$ cat src/iord_regs.svh
// Offsets, field positions and reset values of the I/O register space.
// Assumes inclusion from the package and the two ends; definitions only.
`ifndef IORD_REGS_SVH
`define IORD_REGS_SVH
`define IORD_DS_OFFSET 8'h20
`define IORD_IO_LAST 8'h3F
`define IORD_BIT_LAST 8'h1F
`define IORD_EXT_FIRST 8'h60
`define IORD_LVLB 6'h03
`define IORD_DIRB 6'h04
`define IORD_OUTB 6'h05
`define IORD_LVLC 6'h06
`define IORD_DIRC 6'h07
`define IORD_OUTC 6'h08
`define IORD_LVLD 6'h09
`define IORD_DIRD 6'h0A
`define IORD_OUTD 6'h0B
`define IORD_LVLA 6'h0C
`define IORD_DIRA 6'h0D
`define IORD_OUTA 6'h0E
`define IORD_PCTL 6'h12
`define IORD_T0FLG 6'h15
`define IORD_T1FLG 6'h16
`define IORD_SCR0 6'h1E
`define IORD_NVMCTL 6'h1F
`define IORD_NVMDAT 6'h20
`define IORD_NVMADR 6'h21
`define IORD_GTSYNC 6'h24
`define IORD_T0CTL 6'h25
`define IORD_T0CNT 6'h26
`define IORD_T0CMPA 6'h27
`define IORD_T0CMPB 6'h28
`define IORD_SCR1 6'h2A
`define IORD_SCR2 6'h2B
`define IORD_SPCTL 6'h2C
`define IORD_SPSTAT 6'h2D
`define IORD_MASK_PA 8'h0F
`define IORD_MASK_T0FLG 8'h07
`define IORD_MASK_T1FLG 8'h27
`define IORD_MASK_NVMCTL 8'h3F
`define IORD_MASK_GTSYNC 8'h81
`define IORD_MASK_T0CTL 8'h0F
`define IORD_MASK_SPSTAT_RW 8'h01
`define IORD_MASK_SPSTAT_RO 8'hC0
`define IORD_RESET_VALUE 8'h00
`endif

$ cat src/iord_pkg.sv
// Types shared by both ends of the I/O register access link.
// Assumes iord_regs.svh sits in the same folder.
`default_nettype none
`include "iord_regs.svh"
package iord_pkg;
    // Kind of access the core presents.
    typedef enum logic [2:0] {
        IORD_OP_NONE = 3'b000,
        IORD_OP_IN = 3'b001,
        IORD_OP_OUT = 3'b010,
        IORD_OP_LOAD = 3'b011,
        IORD_OP_STORE = 3'b100,
        IORD_OP_SETBIT = 3'b101,
        IORD_OP_CLRBIT = 3'b110,
        IORD_OP_SKIPTEST = 3'b111
    } iord_op_type;
endpackage : iord_pkg
`default_nettype wire

$ cat src/iord_link_if.sv
// Link between the processor core end and the register bank end.
// Assumes both ends share mclk_i; one request per cycle, answer next cycle.
`timescale 1ns/1ps
`default_nettype none
interface iord_link_if;
    import iord_pkg::*;
    iord_op_type op; // Access kind, valid while req is high.
    logic req; // Request strobe, one cycle.
    logic [7:0] addr; // I/O address for IN/OUT/bit ops, data address for load/store.
    logic [2:0] bit_sel; // Bit number for bit ops.
    logic [7:0] wdata; // Write data.
    logic [7:0] rdata; // Read data, from flip-flop.
    logic bit_val; // Current value of the tested bit, from flip-flop.
    logic ack; // Answer strobe, one cycle after req.
    logic err; // Access refused, with ack.
    modport core (output op, req, addr, bit_sel, wdata, input rdata, bit_val, ack, err);
    modport bank (input op, req, addr, bit_sel, wdata, output rdata, bit_val, ack, err);
endinterface : iord_link_if
`default_nettype wire

$ cat src/iord_bank.sv
// Register bank end: decodes I/O and data-space views onto the 64 I/O registers.
// Assumes pins and peripheral events arrive as plain inputs on mclk_i.
`timescale 1ns/1ps
`default_nettype none
`include "iord_regs.svh"
module iord_bank
    import iord_pkg::*;
(
    input wire logic mclk_i,
    input wire logic reset_i,
    iord_link_if.bank link,
    input wire logic [7:0] pin_b_i,
    input wire logic [7:0] pin_c_i,
    input wire logic [7:0] pin_d_i,
    input wire logic [3:0] pin_a_i,
    input wire logic [2:0] t0_event_i,
    input wire logic [3:0] t1_event_i,
    input wire logic [1:0] spi_status_i,
    output logic [7:0] dir_b_o,
    output logic [7:0] out_b_o,
    output logic [7:0] dir_c_o,
    output logic [7:0] out_c_o,
    output logic [7:0] dir_d_o,
    output logic [7:0] out_d_o,
    output logic [3:0] dir_a_o,
    output logic [3:0] out_a_o,
    output logic [7:0] ext_addr_o,
    output logic ext_we_o,
    output logic ext_re_o,
    output logic [7:0] ext_wdata_o,
    input wire logic [7:0] ext_rdata_i
);
    // Whole state of the bank: storage for 64 locations, pin sampling stages and levels, plus answer outputs.
    typedef struct packed {
        logic [63:0][7:0] regs;
        logic [2:0][7:0] pb_s;
        logic [2:0][7:0] pc_s;
        logic [2:0][7:0] pd_s;
        logic [2:0][3:0] pa_s;
        logic [7:0] pb_v; // Port B level once two stages agree.
        logic [7:0] pc_v; // Port C level once two stages agree.
        logic [7:0] pd_v; // Port D level once two stages agree.
        logic [3:0] pa_v; // Port A level once two stages agree.
        logic [7:0] rdata;
        logic bit_val;
        logic ack;
        logic err;
    } iord_bank_state_type;

    iord_bank_state_type state_reg;
    iord_bank_state_type state_next;

    // Mask of implemented, software-writable bits for one location.
    function automatic logic [7:0] iord_wmask(input logic [5:0] a);
        if (a == `IORD_OUTA || a == `IORD_DIRA) iord_wmask = `IORD_MASK_PA;
        else if (a == `IORD_DIRB || a == `IORD_OUTB || a == `IORD_DIRC) iord_wmask = 8'hFF;
        else if (a == `IORD_OUTC || a == `IORD_DIRD || a == `IORD_OUTD) iord_wmask = 8'hFF;
        else if (a == `IORD_PCTL || a == `IORD_SCR0 || a == `IORD_NVMDAT) iord_wmask = 8'hFF;
        else if (a == `IORD_NVMADR || a == `IORD_T0CNT || a == `IORD_T0CMPA) iord_wmask = 8'hFF;
        else if (a == `IORD_T0CMPB || a == `IORD_SCR1 || a == `IORD_SCR2) iord_wmask = 8'hFF;
        else if (a == `IORD_SPCTL) iord_wmask = 8'hFF;
        else if (a == `IORD_NVMCTL) iord_wmask = `IORD_MASK_NVMCTL;
        else if (a == `IORD_GTSYNC) iord_wmask = `IORD_MASK_GTSYNC;
        else if (a == `IORD_T0CTL) iord_wmask = `IORD_MASK_T0CTL;
        else if (a == `IORD_SPSTAT) iord_wmask = `IORD_MASK_SPSTAT_RW;
        else iord_wmask = 8'h00;
    endfunction : iord_wmask

    // Mask of write-one-to-clear flag bits for one location.
    function automatic logic [7:0] iord_w1c(input logic [5:0] a);
        if (a == `IORD_T0FLG) iord_w1c = `IORD_MASK_T0FLG;
        else if (a == `IORD_T1FLG) iord_w1c = `IORD_MASK_T1FLG;
        else iord_w1c = 8'h00;
    endfunction : iord_w1c

    // Takes a pin bit only where the second and third stages agree, so a glitch is dropped.
    function automatic logic [7:0] iord_agree(input logic [7:0] s1, input logic [7:0] s2,
        input logic [7:0] old);
        iord_agree = (s2 & ~(s1 ^ s2)) | (old & (s1 ^ s2));
    endfunction : iord_agree

    // Read view of one location: storage, sampled pins or hardware status.
    function automatic logic [7:0] iord_read(input iord_bank_state_type s, input logic [5:0] a);
        if (a == `IORD_LVLB) iord_read = s.pb_v;
        else if (a == `IORD_LVLC) iord_read = s.pc_v;
        else if (a == `IORD_LVLD) iord_read = s.pd_v;
        else if (a == `IORD_LVLA) iord_read = {4'h0, s.pa_v};
        else iord_read = s.regs[a] & (iord_wmask(a) | iord_w1c(a)
            | ((a == `IORD_SPSTAT) ? `IORD_MASK_SPSTAT_RO : 8'h00));
    endfunction : iord_read

    // Decode of the request into an I/O location or the extended region.
    logic is_io_op;
    logic is_ds_op;
    logic ds_in_io;
    logic ds_in_ext;
    logic [5:0] loc;
    logic [7:0] ds_loc;

    always_comb
    begin
        is_io_op = link.op == IORD_OP_IN || link.op == IORD_OP_OUT
            || link.op == IORD_OP_SETBIT || link.op == IORD_OP_CLRBIT
            || link.op == IORD_OP_SKIPTEST;
        is_ds_op = link.op == IORD_OP_LOAD || link.op == IORD_OP_STORE;
        ds_loc = link.addr - `IORD_DS_OFFSET;
        ds_in_io = link.addr >= `IORD_DS_OFFSET && ds_loc <= `IORD_IO_LAST;
        ds_in_ext = link.addr >= `IORD_EXT_FIRST;
        loc = is_ds_op ? ds_loc[5:0] : link.addr[5:0];
    end

    // Extended region is passed through, for load and store only.
    always_comb
    begin
        ext_addr_o = link.addr;
        ext_wdata_o = link.wdata;
        ext_we_o = link.req && link.op == IORD_OP_STORE && ds_in_ext;
        ext_re_o = link.req && link.op == IORD_OP_LOAD && ds_in_ext;
    end

    // Next-state logic: pin sampling, software access, then flag capture.
    always_comb
    begin
        logic [7:0] cur;
        logic [7:0] wm;
        logic [7:0] cm;
        logic [7:0] bm;
        logic wr;
        logic [7:0] wv;
        cur = 8'h00;
        wm = 8'h00;
        cm = 8'h00;
        bm = 8'h00;
        wr = 1'b0;
        wv = 8'h00;
        state_next = state_reg;
        state_next.pb_s = {state_reg.pb_s[1:0], pin_b_i};
        state_next.pc_s = {state_reg.pc_s[1:0], pin_c_i};
        state_next.pd_s = {state_reg.pd_s[1:0], pin_d_i};
        state_next.pa_s = {state_reg.pa_s[1:0], pin_a_i};
        // A pin level counts only once the second and third stages agree.
        state_next.pb_v = iord_agree(state_reg.pb_s[1], state_reg.pb_s[2], state_reg.pb_v);
        state_next.pc_v = iord_agree(state_reg.pc_s[1], state_reg.pc_s[2], state_reg.pc_v);
        state_next.pd_v = iord_agree(state_reg.pd_s[1], state_reg.pd_s[2], state_reg.pd_v);
        state_next.pa_v = 4'(iord_agree({4'h0, state_reg.pa_s[1]}, {4'h0, state_reg.pa_s[2]},
            {4'h0, state_reg.pa_v}));
        state_next.ack = link.req;
        state_next.err = 1'b0;
        state_next.bit_val = 1'b0;
        state_next.rdata = 8'h00;
        cur = iord_read(state_reg, loc);
        wm = iord_wmask(loc);
        cm = iord_w1c(loc);
        bm = 8'h01 << link.bit_sel;
        if (link.req)
        begin
            if (is_io_op && link.addr > `IORD_IO_LAST)
            begin
                state_next.err = 1'b1;
            end
            else if ((link.op == IORD_OP_SETBIT || link.op == IORD_OP_CLRBIT
                || link.op == IORD_OP_SKIPTEST) && link.addr > `IORD_BIT_LAST)
            begin
                state_next.err = 1'b1;
            end
            else if (is_ds_op && ds_in_ext)
            begin
                state_next.rdata = ext_rdata_i;
            end
            else if (is_ds_op && !ds_in_io)
            begin
                state_next.err = 1'b1;
            end
            else if (link.op == IORD_OP_SKIPTEST)
            begin
                state_next.bit_val = cur[link.bit_sel];
            end
            else if (link.op == IORD_OP_IN || link.op == IORD_OP_LOAD)
            begin
                state_next.rdata = cur;
            end
            else if (link.op == IORD_OP_OUT || link.op == IORD_OP_STORE)
            begin
                wr = 1'b1;
                wv = link.wdata;
            end
            else if (link.op == IORD_OP_SETBIT || link.op == IORD_OP_CLRBIT)
            begin
                // Only the addressed bit is written; other flags see zero.
                wr = 1'b1;
                wv = (link.op == IORD_OP_SETBIT) ? bm : 8'h00;
                wm = wm & bm;
                cm = cm & bm;
            end
        end
        // Plain bits take written data; flags clear on one, zero leaves them.
        if (wr)
        begin
            state_next.regs[loc] = (state_reg.regs[loc] & ~wm) | (wv & wm);
            state_next.regs[loc] = state_next.regs[loc] & ~(wv & cm);
        end
        // Hardware events set flags after the clear, so a set wins.
        state_next.regs[`IORD_T0FLG][2:0] = state_next.regs[`IORD_T0FLG][2:0] | t0_event_i;
        state_next.regs[`IORD_T1FLG][5] = state_next.regs[`IORD_T1FLG][5] | t1_event_i[3];
        state_next.regs[`IORD_T1FLG][2:0] = state_next.regs[`IORD_T1FLG][2:0] | t1_event_i[2:0];
        state_next.regs[`IORD_SPSTAT][7:6] = spi_status_i;
    end

    // State register.
    always_ff @(posedge mclk_i or posedge reset_i)
    begin
        if (reset_i)
        begin
            state_reg <= '0;
        end
        else
        begin
            state_reg <= state_next;
        end
    end

    // Outputs come straight from state.
    always_comb
    begin
        link.rdata = state_reg.rdata;
        link.bit_val = state_reg.bit_val;
        link.ack = state_reg.ack;
        link.err = state_reg.err;
        dir_b_o = state_reg.regs[`IORD_DIRB];
        out_b_o = state_reg.regs[`IORD_OUTB];
        dir_c_o = state_reg.regs[`IORD_DIRC];
        out_c_o = state_reg.regs[`IORD_OUTC];
        dir_d_o = state_reg.regs[`IORD_DIRD];
        out_d_o = state_reg.regs[`IORD_OUTD];
        dir_a_o = state_reg.regs[`IORD_DIRA][3:0];
        out_a_o = state_reg.regs[`IORD_OUTA][3:0];
    end
endmodule : iord_bank
`default_nettype wire

$ cat src/flat_wrapper.sv
// flat-port wrapper written by rule: the top's interface ports become plain ports
module iord_bank_flat import iord_pkg::*;
  (mclk_i, reset_i, pin_b_i, pin_c_i, pin_d_i, pin_a_i, t0_event_i, t1_event_i, spi_status_i, dir_b_o, out_b_o, dir_c_o, out_c_o, dir_d_o, out_d_o, dir_a_o, out_a_o, ext_addr_o, ext_we_o, ext_re_o, ext_wdata_o, ext_rdata_i, link_op, link_req, link_addr, link_bit_sel, link_wdata, link_rdata, link_bit_val, link_ack, link_err);
  iord_link_if link_i ();
  input wire logic mclk_i;
  input wire logic reset_i;
  input wire logic [7:0] pin_b_i;
  input wire logic [7:0] pin_c_i;
  input wire logic [7:0] pin_d_i;
  input wire logic [3:0] pin_a_i;
  input wire logic [2:0] t0_event_i;
  input wire logic [3:0] t1_event_i;
  input wire logic [1:0] spi_status_i;
  output logic [7:0] dir_b_o;
  output logic [7:0] out_b_o;
  output logic [7:0] dir_c_o;
  output logic [7:0] out_c_o;
  output logic [7:0] dir_d_o;
  output logic [7:0] out_d_o;
  output logic [3:0] dir_a_o;
  output logic [3:0] out_a_o;
  output logic [7:0] ext_addr_o;
  output logic ext_we_o;
  output logic ext_re_o;
  output logic [7:0] ext_wdata_o;
  input wire logic [7:0] ext_rdata_i;
  input wire logic [$bits(link_i.op)-1:0] link_op;
  input wire logic [$bits(link_i.req)-1:0] link_req;
  input wire logic [$bits(link_i.addr)-1:0] link_addr;
  input wire logic [$bits(link_i.bit_sel)-1:0] link_bit_sel;
  input wire logic [$bits(link_i.wdata)-1:0] link_wdata;
  output wire logic [$bits(link_i.rdata)-1:0] link_rdata;
  output wire logic [$bits(link_i.bit_val)-1:0] link_bit_val;
  output wire logic [$bits(link_i.ack)-1:0] link_ack;
  output wire logic [$bits(link_i.err)-1:0] link_err;
  assign link_i.op = link_op;
  assign link_i.req = link_req;
  assign link_i.addr = link_addr;
  assign link_i.bit_sel = link_bit_sel;
  assign link_i.wdata = link_wdata;
  assign link_rdata = link_i.rdata;
  assign link_bit_val = link_i.bit_val;
  assign link_ack = link_i.ack;
  assign link_err = link_i.err;
  iord_bank u_core (.mclk_i(mclk_i), .reset_i(reset_i), .link(link_i), .pin_b_i(pin_b_i), .pin_c_i(pin_c_i), .pin_d_i(pin_d_i), .pin_a_i(pin_a_i), .t0_event_i(t0_event_i), .t1_event_i(t1_event_i), .spi_status_i(spi_status_i), .dir_b_o(dir_b_o), .out_b_o(out_b_o), .dir_c_o(dir_c_o), .out_c_o(out_c_o), .dir_d_o(dir_d_o), .out_d_o(out_d_o), .dir_a_o(dir_a_o), .out_a_o(out_a_o), .ext_addr_o(ext_addr_o), .ext_we_o(ext_we_o), .ext_re_o(ext_re_o), .ext_wdata_o(ext_wdata_o), .ext_rdata_i(ext_rdata_i));
endmodule
$ cat config.mk
export PLATFORM = sky130hd
export DESIGN_NAME = iord_bank_flat
export DESIGN_NICKNAME = d
export VERILOG_FILES = /design/src/iord_pkg.sv /design/src/iord_link_if.sv /design/src/iord_bank.sv /design/src/flat_wrapper.sv
export VERILOG_INCLUDE_DIRS = /design/src
export SDC_FILE = /design/constraint.sdc
export NUM_CORES = 1
export LEC_CHECK = 0
export BUFFER_PORTS_ARGS = -buffer_cell sky130_fd_sc_hd__clkbuf_2
export CAP_MARGIN = 5
export CORE_ASPECT_RATIO = 1.25
export CORE_UTILIZATION = 44
export DETAILED_ROUTE_END_ITERATION = 16
export PLACE_DENSITY = 0.7
export SLEW_MARGIN = 30
export SYNTH_ARGS = -nofsm -noshare
export SYNTH_HDL_FRONTEND = slang
export SYNTH_SLANG_ARGS = --single-unit
$ cat constraint.sdc
create_clock -name mclk_i -period 31.7 [get_ports mclk_i]
set_input_delay 6.34 -clock mclk_i [delete_from_list [all_inputs] [get_ports mclk_i]]
set_output_delay 6.34 -clock mclk_i [all_outputs]
set_load 0.1 [all_outputs]
==> flow_metrics.py, run 1 <==
metrics = {
    "status": {
        "status": "complete, no violations",
    },
    "detailed_routing": {
        "final_antenna_net_count": 0,
        "drt_pass1_iterations": 6,
        "detailroute.via_count": 13826,
        "detail_route.vias_per_cell": 5.495,
        "drcViolationCount": 0,
        "route.final.wire_length_um": 58100,
        "detailedRoute.firstIterationViolations": 1240,
        "wl_per_cell_um": 23.09,
    },
    "clock_network": {
        "clock_path_buffers": 3,
        "post_cts_hold_buffer_count": 0,
        "cts.reportedPaths.clkPinSlew_ps": 60,
        "ctsRootBufferMaster": "sky130_fd_sc_hd__clkbuf_16",
        "tritoncts_buffers": 58,
        "clock_sink_count": 635,
        "cts_tree": "done",
        "post_cts.repair.setup_buffers": 0,
        "ctsHtreeMaxLevel": 2,
        "post_cts.resized_instances": 0,
        "clk_latency_ps": 620,
    },
    "synth": {
        "ys_async_sr_fraction_pct": 100.0,
        "synth.yosys.warnings": 0,
        "post_synthesis_area_per_instance_um2": 12.90,
        "syn_nets": 2087,
        "synthDistinctLibCells": 86,
        "sequential_to_total_area_share_from_yosys_stat_pct": 61.14,
        "synth_edf_count": 0,
        "postSynthRegisterBits": 635,
        "synth.cell_area_mm2": 0.02599,
        "dominantRegCellSynth": "sky130_fd_sc_hd__dfrtp_1",
        "synthCells": 2015,
    },
    "critical_path": {
        "timing.critical_path.cells": "clkbuf_2 -> or3b_1 -> nor2_1 -> clkbuf_2",
        "worstSetupStartpointType": "input pin",
        "required_ps": 25360,
        "critPathCaptureType": "primary output",
        "worst_path_max_delay_cell": "sky130_fd_sc_hd__or3b_1",
        "cpPeakStageDelay_ps": 470,
        "cp.arrival_ps": 7610,
        "timing.critical_path.mode_cell": "sky130_fd_sc_hd__clkbuf_2",
        "setup.worst_path.class": "in -> out",
        "critPathMaxFanout": 12,
    },
    "sta": {
        "drv_slew": 0,
        "hold_ws_ps": 346.8,
        "worstMarginPinSlew_ps": 985.0,
        "grt_setup_unrepaired": "false",
        "max-slew-margin-rel_pct": 34.09,
        "final.period_utilization_pct": 44.01,
        "setup_violations": 0,
        "fmaxAchievable_mhz": 71.68,
        "report.final.hold_viol_count": 0,
        "final.setup.tns_ps": 0,
        "period_needed_ps": 13950,
        "final_critical_path_setup_slack_ps": 17750,
        "finClkSkew_ps": 24.84,
    },
    "finish": {
        "area.growth.synth_to_final_pct": 5.594,
        "stdcell_count": 2516,
        "diodes": 0,
        "layout.cell_area.non_filler_mm2": 0.02744,
        "fillerInstances": 4960,
        "drive_above_1_share_pct": 28.94,
        "fin_nets": 1786,
        "largest_reg_flops": 484,
    },
    "run": {
        "drv_cap": 0,
    },
    "power": {
        "switching_power_of_the_nets_w": 0.0003995,
        "leakage_nw": 12.85,
        "clkPwrFrac_pct": 42.4,
        "share_comb_of_total_power_pct": 7.7,
        "worst_ir_drop_vdd_mv": 0.04996,
        "netSwitchingFraction_pct": 23.92,
        "seq_power_share_pct": 49.9,
        "power-per-cell-area_mw_per_mm2": 60.85,
        "cell_internal_pwr_w": 0.001270,
    },
    "floorplanning": {
        "floorplan.die_area_mm2": 0.06005,
        "floorplan.die.width_um": 219.4,
        "ioPinCount": 155,
        "die_h_um": 273.7,
        "start_util_pct": 44.55,
        "rows": 99,
        "core_area_mm2": 0.05834,
    },
    "place": {
        "detailed_place_hpwl_um": 38900,
        "gp_routability_congestion": 0.8693,
        "pre_cts_slack_ps": 17740,
        "cells_after_dpl": 2409,
        "placed_cell_area_mm2": 0.02542,
        "numPortBuffers": 154,
    },
    "global_routing": {
        "grt.total_usage_pct": 19.89,
        "grt_first_pass_wirelength_um": 89560,
        "first_global_vias": 14587,
        "initial_antenna_violation_count": 1,
        "final_global_route_overflow_total": 0,
        "maximum_number_of_pins_on_one_net_before_global_route_repair": 203,
    },
    "worst_hold_path": {
        "path_category_of_the_worst_min_delay_check": "reg -> reg",
    },
}
[path summary, 6_finish.rpt]
| kind | from | to | slack [ps] | cells after the start |
|---|---|---|---|---|
| worst max register to register | u_core.state_reg[473]$_DFFE_PP0P_ | u_core.state_reg[385]$_DFFE_PP0P_ | 28450 | 7 |
| max in group asynchronous | reset_i | u_core.state_reg[119]$_DFF_PP0_ | 23830 | 5 |
| min in group asynchronous | reset_i | u_core.state_reg[152]$_DFFE_PP0P_ | 5710 | 2 |
| worst min-delay path | u_core.state_next[43]$_DFF_PP0_ | u_core.state_next[47]$_DFF_PP0_ | 350 | 0 |
| worst min register to register | u_core.state_next[43]$_DFF_PP0_ | u_core.state_next[47]$_DFF_PP0_ | 350 | 0 |
| worst max-delay path | link_op[0] | ext_we_o | 17750 | 4 |
[per-layer routing]
layer  vias to the layer above  global-route usage, %  routed length [um]
met5                         -                      0                   0
met4                         0                  8.406                2195
met1                      7075                  27.41               24330
li1                       6056                      -                   -
met2                       560                  30.52               27540
met3                       135                  4.367                4041
[power by group through the flow]
stage	sequential [W]	combinational (W)	clock [W]
6_report	0.000834	0.000128	0.000708
4_1_cts	0.000834	0.000128	0.000723
3_5_place_dp	0.000849	0.000127	0
5_1_grt	0.000835	0.000137	0.000753
3_3_place_gp	0.000848	0.000125	0
2_1_floorplan	0.000848	0.0000966	0
[critical path: cells and delay by family]
kind,cells,cell delay (ps)
buf+inv,2,660
simple gates,2,600
[layout by cell type, fill, tap and decap left out, types with 5 or more instances in the layout]
master / instances
sky130_fd_sc_hd__maj3_1: 28
sky130_fd_sc_hd__a21oi_1: 37
sky130_fd_sc_hd__nor3_1: 9
sky130_fd_sc_hd__clkbuf_2: 152
sky130_fd_sc_hd__mux2i_1: 6
sky130_fd_sc_hd__a22o_1: 5
sky130_fd_sc_hd__nor2_1: 44
sky130_fd_sc_hd__inv_1: 19
sky130_fd_sc_hd__a21o_1: 7
sky130_fd_sc_hd__clkbuf_1: 13
sky130_fd_sc_hd__buf_4: 17
sky130_fd_sc_hd__buf_6: 5
sky130_fd_sc_hd__a221oi_1: 5
sky130_fd_sc_hd__dfrtp_1: 635
sky130_fd_sc_hd__bufinv_16: 5
sky130_fd_sc_hd__o21ai_1: 13
sky130_fd_sc_hd__and2_1: 7
sky130_fd_sc_hd__mux2_2: 60
sky130_fd_sc_hd__and3_1: 10
sky130_fd_sc_hd__a211o_1: 5
sky130_fd_sc_hd__o211ai_1: 5
sky130_fd_sc_hd__o21ai_0: 82
sky130_fd_sc_hd__a31oi_1: 6
sky130_fd_sc_hd__clkinv_2: 15
sky130_fd_sc_hd__nand2_1: 152
sky130_fd_sc_hd__clkbuf_16: 61
sky130_fd_sc_hd__mux4_2: 134
sky130_fd_sc_hd__nand3_1: 27
sky130_fd_sc_hd__a22oi_1: 64
sky130_fd_sc_hd__clkbuf_8: 10
[cells by family after synthesis]
| kind of cell | Yosys count | share of synthesized area, % |
|---|---|---|
| adders and majority gates | 30 | 1.175 |
| DFF | 635 | 61.14 |
| xor gates and xnor gates | 3 | 0.1541 |
| muxes | 206 | 14.76 |
| buffers and inverters | 561 | 10.11 |
| AOI/OAI and AO/OA | 280 | 7.202 |
| and+or+nand+nor | 300 | 5.454 |
[final cells by class]
class                      instances  area (um2)  area share (%)
clock buffer                      83        1699           6.191
clock inverter                    22       242.7          0.8845
inverter                          21       86.33          0.3146
multi-input combinational        819        7517           27.39
sequential                       635       15890           57.90
tap                              757       947.2           3.451
timing repair buffer             179        1061           3.866
[cells in the mapped netlist, drive strengths merged (5+ instances only)]
cell      n  area share (%)
nor2b     5            0.12
a221oi    5            0.17
dfrtp   635              61
inv      20            0.29
mux2i     6            0.23
or2       5            0.12
nor3     13            0.31
a22oi    64             1.8
mux4    134              12
a21oi    41            0.82
a211oi    5            0.16
a211o     5            0.17
and2      7            0.17
a21o      7            0.20
nand3    31            0.67
a22o      5            0.17
o21ai    96             1.9
nor4      5            0.18
maj3     28             1.1
o211ai    5            0.14
and3     11            0.28
mux2     66             2.9
clkbuf  395             5.7
a31oi     6            0.14
nor2     48            0.74
nand2   155             2.3
buf     145             4.1
[metrics by stage]
| stage | total power [W] | utilization (%) |
|---|---|---|
| floorplan | 0.0009445 | - |
| global placement | 0.0009730 | 43.51 |
| detailed placement | 0.0009761 | 43.57 |
| CTS | 0.001684 | 46.90 |
| global route | 0.001726 | 47.04 |
| finish | 0.001670 | 47.04 |
Power figures use the tool's default switching activity.
==> run 2: changes to the inputs <==
PLACE_DENSITY = 0.72   (was 0.7)
clock period = 12.65 ns   (was 31.7 ns; I/O delays follow)
==> run 2 against run 1 <==
Clock skew is 4.2 ps higher. Worst hold slack hardly changed. Sequential share of layout area is 0.39 points lower. Combinational power grew to 2.5 times the previous value. Register-to-register slack worse by 19000 ps. Via count is 0.14% higher. Setup slack worse by 12000 ps. Utilization is 0.32 points higher. Sequential power grew to 2.5 times the previous value. Clock power grew to 2.7 times the previous value. Sequential cell count stayed put. Power grew to 2.6 times the previous value.
==> flow_metrics.py, run 2 (synthesized netlist as in run 1, its figures left out) <==
metrics = {
    "detailed_routing": {
        "wl_per_cell_um": 23.58,
        "drcViolationCount": 0,
        "detailedRoute.firstIterationViolations": 1270,
        "final_antenna_net_count": 0,
        "detail_route.vias_per_cell": 5.497,
        "drt_pass1_iterations": 6,
        "detailroute.via_count": 13846,
        "route.final.wire_length_um": 59410,
    },
    "place": {
        "numPortBuffers": 154,
        "gp_routability_congestion": 0.8802,
        "cells_after_dpl": 2408,
        "detailed_place_hpwl_um": 38730,
    },
    "run": {
        "drv_cap": 0,
    },
    "finish": {
        "layout.cells.most_common_list": "sky130_fd_sc_hd__dfrtp_1 (635), sky130_fd_sc_hd__nand2_1 (152), sky130_fd_sc_hd__clkbuf_2 (152)",
        "stdcell_count": 2519,
        "fin_nets": 1787,
        "fillerInstances": 4846,
        "leading_cell_type_in_the_layout_fill_and_taps_excluded": "sky130_fd_sc_hd__dfrtp_1",
        "area.growth.synth_to_final_pct": 6.307,
        "largest_reg_flops": 484,
        "drive_above_1_share_pct": 29.57,
        "diodes": 0,
    },
    "sta": {
        "final.period_utilization_pct": 51.46,
        "drv_slew": 0,
        "setup_violations": 0,
        "final.setup.tns_ps": 0,
        "fmaxAchievable_mhz": 153.6,
        "grt_setup_unrepaired": "false",
        "max-slew-margin-rel_pct": 29.98,
        "report.final.hold_viol_count": 0,
        "worstMarginPinSlew_ps": 1048,
        "period_needed_ps": 6509,
        "finClkSkew_ps": 29.01,
    },
    "worst_hold_path": {
        "path_category_of_the_worst_min_delay_check": "reg -> reg",
        "worst_hold_path.num_cells": 0,
    },
    "global_routing": {
        "maximum_number_of_pins_on_one_net_before_global_route_repair": 203,
        "met2_usage_pct": 32.03,
        "grt_first_pass_wirelength_um": 91180,
        "first_global_vias": 14696,
        "busiest_layer": "met2",
        "final_global_route_overflow_total": 0,
        "initial_antenna_violation_count": 2,
        "grtUsageMet3_pct": 4.289,
        "grt.total_usage_pct": 20.27,
        "globalRouteMet1Util_pct": 27.04,
    },
    "floorplanning": {
        "floorplan.die_area_mm2": 0.06005,
        "start_util_pct": 44.55,
        "floorplan.die.width_um": 219.4,
        "ioPinCount": 155,
        "rows": 99,
        "die_h_um": 273.7,
        "core_area_mm2": 0.05834,
    },
    "clock_network": {
        "post_cts_hold_buffer_count": 0,
        "clock_sink_count": 635,
        "tritoncts_buffers": 59,
        "cts_tree": "done",
        "post_cts.resized_instances": 0,
        "ctsHtreeMaxLevel": 2,
        "clk_latency_ps": 620,
        "ctsRootBufferMaster": "sky130_fd_sc_hd__clkbuf_16",
        "cts.reportedPaths.clkPinSlew_ps": 60,
        "clock_path_buffers": 3,
        "post_cts.repair.setup_buffers": 0,
    },
    "power": {
        "power-per-cell-area_mw_per_mm2": 156.8,
        "netSwitchingFraction_pct": 23.81,
        "worst_ir_drop_vdd_mv": 0.09817,
        "share_comb_of_total_power_pct": 7.4,
        "cell_internal_pwr_w": 0.003300,
        "switching_power_of_the_nets_w": 0.001031,
        "seq_power_share_pct": 48.2,
        "leakage_nw": 12.93,
        "clkPwrFrac_pct": 44.4,
    },
    "critical_path": {
        "worst_r2r_path_depth": 7,
        "critPathMaxFanout": 12,
        "setup.worst_path.class": "in -> out",
        "worstSetupStartpointType": "input pin",
        "required_ps": 10120,
        "critPathCaptureType": "primary output",
        "cp.arrival_ps": 3980,
    },
    "status": {
        "status": "complete, no violations",
    },
}
==> run 2: path summary, 6_finish.rpt <==
check	startpoint	to	slack, ps
worst min register to register	u_core.state_next[111]$_DFF_PP0_	u_core.state_next[119]$_DFF_PP0_	350
worst max register to register	u_core.state_reg[601]$_DFFE_PP0P_	u_core.out_b_o[6]$_DFFE_PP0P_	9420
worst max-delay path	link_op[0]	ext_we_o	6140
worst min-delay path	u_core.state_next[111]$_DFF_PP0_	u_core.state_next[119]$_DFF_PP0_	350
min in group asynchronous	reset_i	u_core.state_reg[380]$_DFFE_PP0P_	2000
max in group asynchronous	reset_i	u_core.state_reg[96]$_DFF_PP0_	8570
==> run 2: cell type report <==
| cell class | count | area [um2] | share of cell area (%) |
|---|---|---|---|
| inverter | 21 | 82.58 | 0.2989 |
| timing repair buffer | 179 | 1062 | 3.845 |
| clock inverter | 30 | 436.7 | 1.580 |
| sequential | 635 | 15890 | 57.51 |
| multi-input combinational | 819 | 7512 | 27.19 |
| tap | 757 | 947.2 | 3.428 |
| clock buffer | 78 | 1698 | 6.145 |
==> run 2: through the flow <==
stage	power [W]	hold slack, ps	util, %	area, um2	worst slack, ps
CTS	0.004373	349.6	47.20	27540	6100
detailed placement	0.002445	334.7	43.54	25400	5465
finish	0.004331	346.6	47.36	27630	6141
global route	0.004473	352.3	47.36	27630	5773
global placement	0.002438	332.6	43.52	25390	5436
floorplan	0.002368	331.2	-	25990	1447
==> run 2: per-layer routing <==
metal	vias up	wire, um
met4	4	2607
met5	-	27
li1	6074	-
met1	7132	24380
met3	138	3737
met2	498	28650
==> run 2: critical path, stage by stage <==
cell,delay [ps]
sky130_fd_sc_hd__clkbuf_2,210
sky130_fd_sc_hd__or3b_1,480
sky130_fd_sc_hd__nor2_1,240
sky130_fd_sc_hd__clkbuf_2,510
==> run 2: power groups by stage <==
stage | combinational (W) | clock, W | sequential (W)
3_3_place_gp | 0.000312 | 0 | 0.00213
6_report | 0.000320 | 0.00192 | 0.00209
3_5_place_dp | 0.000318 | 0 | 0.00213
5_1_grt | 0.000342 | 0.00204 | 0.00209
2_1_floorplan | 0.000242 | 0 | 0.00213
4_1_cts | 0.000319 | 0.00196 | 0.00209
==> run 3: changes to the inputs <==
clock period = 5.66 ns   (was 12.65 ns; I/O delays follow)
==> run 3 against run 2 <==
Critical path depth is 5 higher. Power is 120% higher. Sequential power up 120%. Combinational power up 130%. Global-route usage up 0.81 points. Final cell count is 0.52% higher. Wire length up 3.0%. Cell area shrank 0.28%. Clock-buffer cell count grew 4. Sequential cell count did not move. Clock power grew 110%. Die area unchanged. Critical endpoint is now u_core.state_reg[385]$_DFFE_PP0P_. Largest power group unchanged. Highest routed layer unchanged.
==> flow_metrics.py, run 3 (synthesized netlist as in run 1, its figures left out) <==
metrics = {
    "finish": {
        "layout.cell_area.non_filler_mm2": 0.02755,
        "leading_cell_type_in_the_layout_fill_and_taps_excluded": "sky130_fd_sc_hd__dfrtp_1",
        "largest_reg_flops": 484,
        "area.growth.synth_to_final_pct": 6.008,
        "diodes": 0,
        "drive_above_1_share_pct": 29.52,
        "fin_nets": 1802,
        "layout.cells.most_common_list": "sky130_fd_sc_hd__dfrtp_1 (635), sky130_fd_sc_hd__nand2_1 (152), sky130_fd_sc_hd__clkbuf_2 (152)",
    },
    "detailed_routing": {
        "final_antenna_net_count": 0,
        "wl_per_cell_um": 24.17,
        "wl_met2_um": 29600,
        "dr.max_layer_used": "met5",
        "drcViolationCount": 0,
        "detail_route.vias_per_cell": 5.550,
        "drt_pass1_iterations": 6,
        "detailedRoute.firstIterationViolations": 1258,
        "detailroute.via_count": 14053,
        "met1Wirelength_um": 25260,
        "wl_met3_um": 3807,
        "route.final.wire_length_um": 61200,
    },
    "worst_hold_path": {
        "path_category_of_the_worst_min_delay_check": "reg -> reg",
    },
    "clock_network": {
        "ctsHtreeMaxLevel": 2,
        "cts.reportedPaths.clkPinSlew_ps": 60,
        "post_cts.repair.setup_buffers": 0,
        "post_cts_hold_buffer_count": 0,
        "clock_path_buffers": 3,
        "tritoncts_buffers": 58,
        "clock_sink_count": 635,
        "ctsRootBufferMaster": "sky130_fd_sc_hd__clkbuf_16",
        "clk_latency_ps": 630,
        "post_cts.resized_instances": 0,
        "cts_tree": "done",
    },
    "run": {
        "drv_cap": 0,
    },
    "power": {
        "power-per-cell-area_mw_per_mm2": 339.4,
        "leakage_nw": 12.91,
        "worst_ir_drop_vdd_mv": 0.2214,
    },
    "global_routing": {
        "initial_antenna_violation_count": 3,
        "final_global_route_overflow_total": 0,
        "first_global_vias": 14669,
        "grt.total_usage_pct": 21.08,
        "grt_first_pass_wirelength_um": 93790,
        "maximum_number_of_pins_on_one_net_before_global_route_repair": 183,
    },
    "critical_path": {
        "setup.worst_path.class": "in -> reg",
        "critPathCaptureType": "register",
        "worstSetupStartpointType": "input pin",
        "timing.critical_path.cells": "clkbuf_8 -> buf_4 -> mux4_2 -> a22oi_1 -> nand2_1 -> a22oi_1 -> nor3b_1 -> mux2_2 -> o21ai_0",
        "required_ps": 6130,
        "cp.arrival_ps": 5030,
        "critPathMaxFanout": 30,
        "worst_path_max_delay_cell": "sky130_fd_sc_hd__nor3b_1",
        "cpPeakStageDelay_ps": 680,
        "timing.critical_path.mode_cell": "sky130_fd_sc_hd__a22oi_1",
    },
    "sta": {
        "final.period_utilization_pct": 80.58,
        "drv_slew": 0,
        "setup_violations": 0,
        "period_needed_ps": 4561,
        "worstMarginPinSlew_ps": 986.1,
        "report.final.hold_viol_count": 0,
        "final_critical_path_setup_slack_ps": 1099,
        "final.setup.tns_ps": 0,
        "max-slew-margin-rel_pct": 34.26,
        "fmaxAchievable_mhz": 219.3,
        "grt_setup_unrepaired": "false",
        "finClkSkew_ps": 28.52,
    },
    "floorplanning": {
        "die_h_um": 273.7,
        "rows": 99,
        "ioPinCount": 155,
        "floorplan.die_area_mm2": 0.06005,
        "floorplan.die.width_um": 219.4,
        "start_util_pct": 44.55,
        "core_area_mm2": 0.05834,
    },
    "status": {
        "status": "complete, no violations",
    },
    "place": {
        "pre_cts_slack_ps": 537.4,
        "detailed_place_hpwl_um": 42160,
        "gp_routability_congestion": 0.8920,
        "numPortBuffers": 154,
        "placed_cell_area_mm2": 0.02559,
    },
}
==> run 3: cell count changes in the layout (fill, tap and decap cells not counted), sizes merged <==
cell	delta
buf	+16
bufinv	-5
clkinv	+1
clkbuf	+4
inv	-4
clkinvlp	+1
==> run 3: final cells by class <==
cell class	count	area (um2)
well taps	757	947.2
fillers	4877	30790
flip-flops and latches	635	15890
clock inverters	23	269.0
repair buffers	195	1201
clock buffers	82	1662
multi-input cells	819	7500
inverters	21	82.58
==> run 3: per-stage QoR <==
stage | utilization (%) | cells | power (W) | hold slack, ps
after detailed placement | 43.86 | 2426 | 0.005487 | 334.7
after global placement | 43.81 | 2424 | 0.005470 | 332.4
after global routing | 47.22 | 2532 | 0.009668 | 352.3
final | 47.22 | 2532 | 0.009352 | 344.9
after floorplan | - | 2015 | 0.005292 | 331.2
after CTS | 47.17 | 2531 | 0.009424 | 347.9
==> run 3: path summary, 6_finish.rpt <==
kind / start / end / slack, ps / depth (start not counted)
setup / recovery: link_addr[0] / u_core.state_reg[385]$_DFFE_PP0P_ / 1100 / 9
hold / removal: u_core.state_next[112]$_DFF_PP0_ / u_core.state_next[120]$_DFF_PP0_ / 340 / 0
setup reg to reg: u_core.state_reg[529]$_DFFE_PP0P_ / u_core.state_reg[385]$_DFFE_PP0P_ / 2330 / 7
hold reg to reg: u_core.state_next[112]$_DFF_PP0_ / u_core.state_next[120]$_DFF_PP0_ / 340 / 0
max in group asynchronous: reset_i / async pin / 3590 / 4
min in group asynchronous: reset_i / u_core.state_reg[464]$_DFFE_PP0P_ / 610 / 2
==> run 3: power by group <==
| group | internal [W] | switching (W) |
|---|---|---|
| Combinational | 0.000195 | 0.000533 |
| Sequential | 0.00462 | 0.0000535 |
| Clock | 0.00227 | 0.00168 |
| Total | 0.00709 | 0.00226 |
==> run 3: critical path: cells and delay by family <==
family / cells / cell delay (ps)
AOI/OAI and AO/OA: 3 / 870
muxes: 2 / 1190
and+or+nand+nor: 2 / 840
buffers and inverters: 2 / 930
==> run 3: per-layer routing <==
| metal | vias up | global-route usage (%) |
|---|---|---|
| met2 | 543 | 33.02 |
| li1 | 6118 | - |
| met1 | 7260 | 29.15 |
| met3 | 130 | 3.922 |
| met5 | - | 0 |
| met4 | 2 | 8.315 |
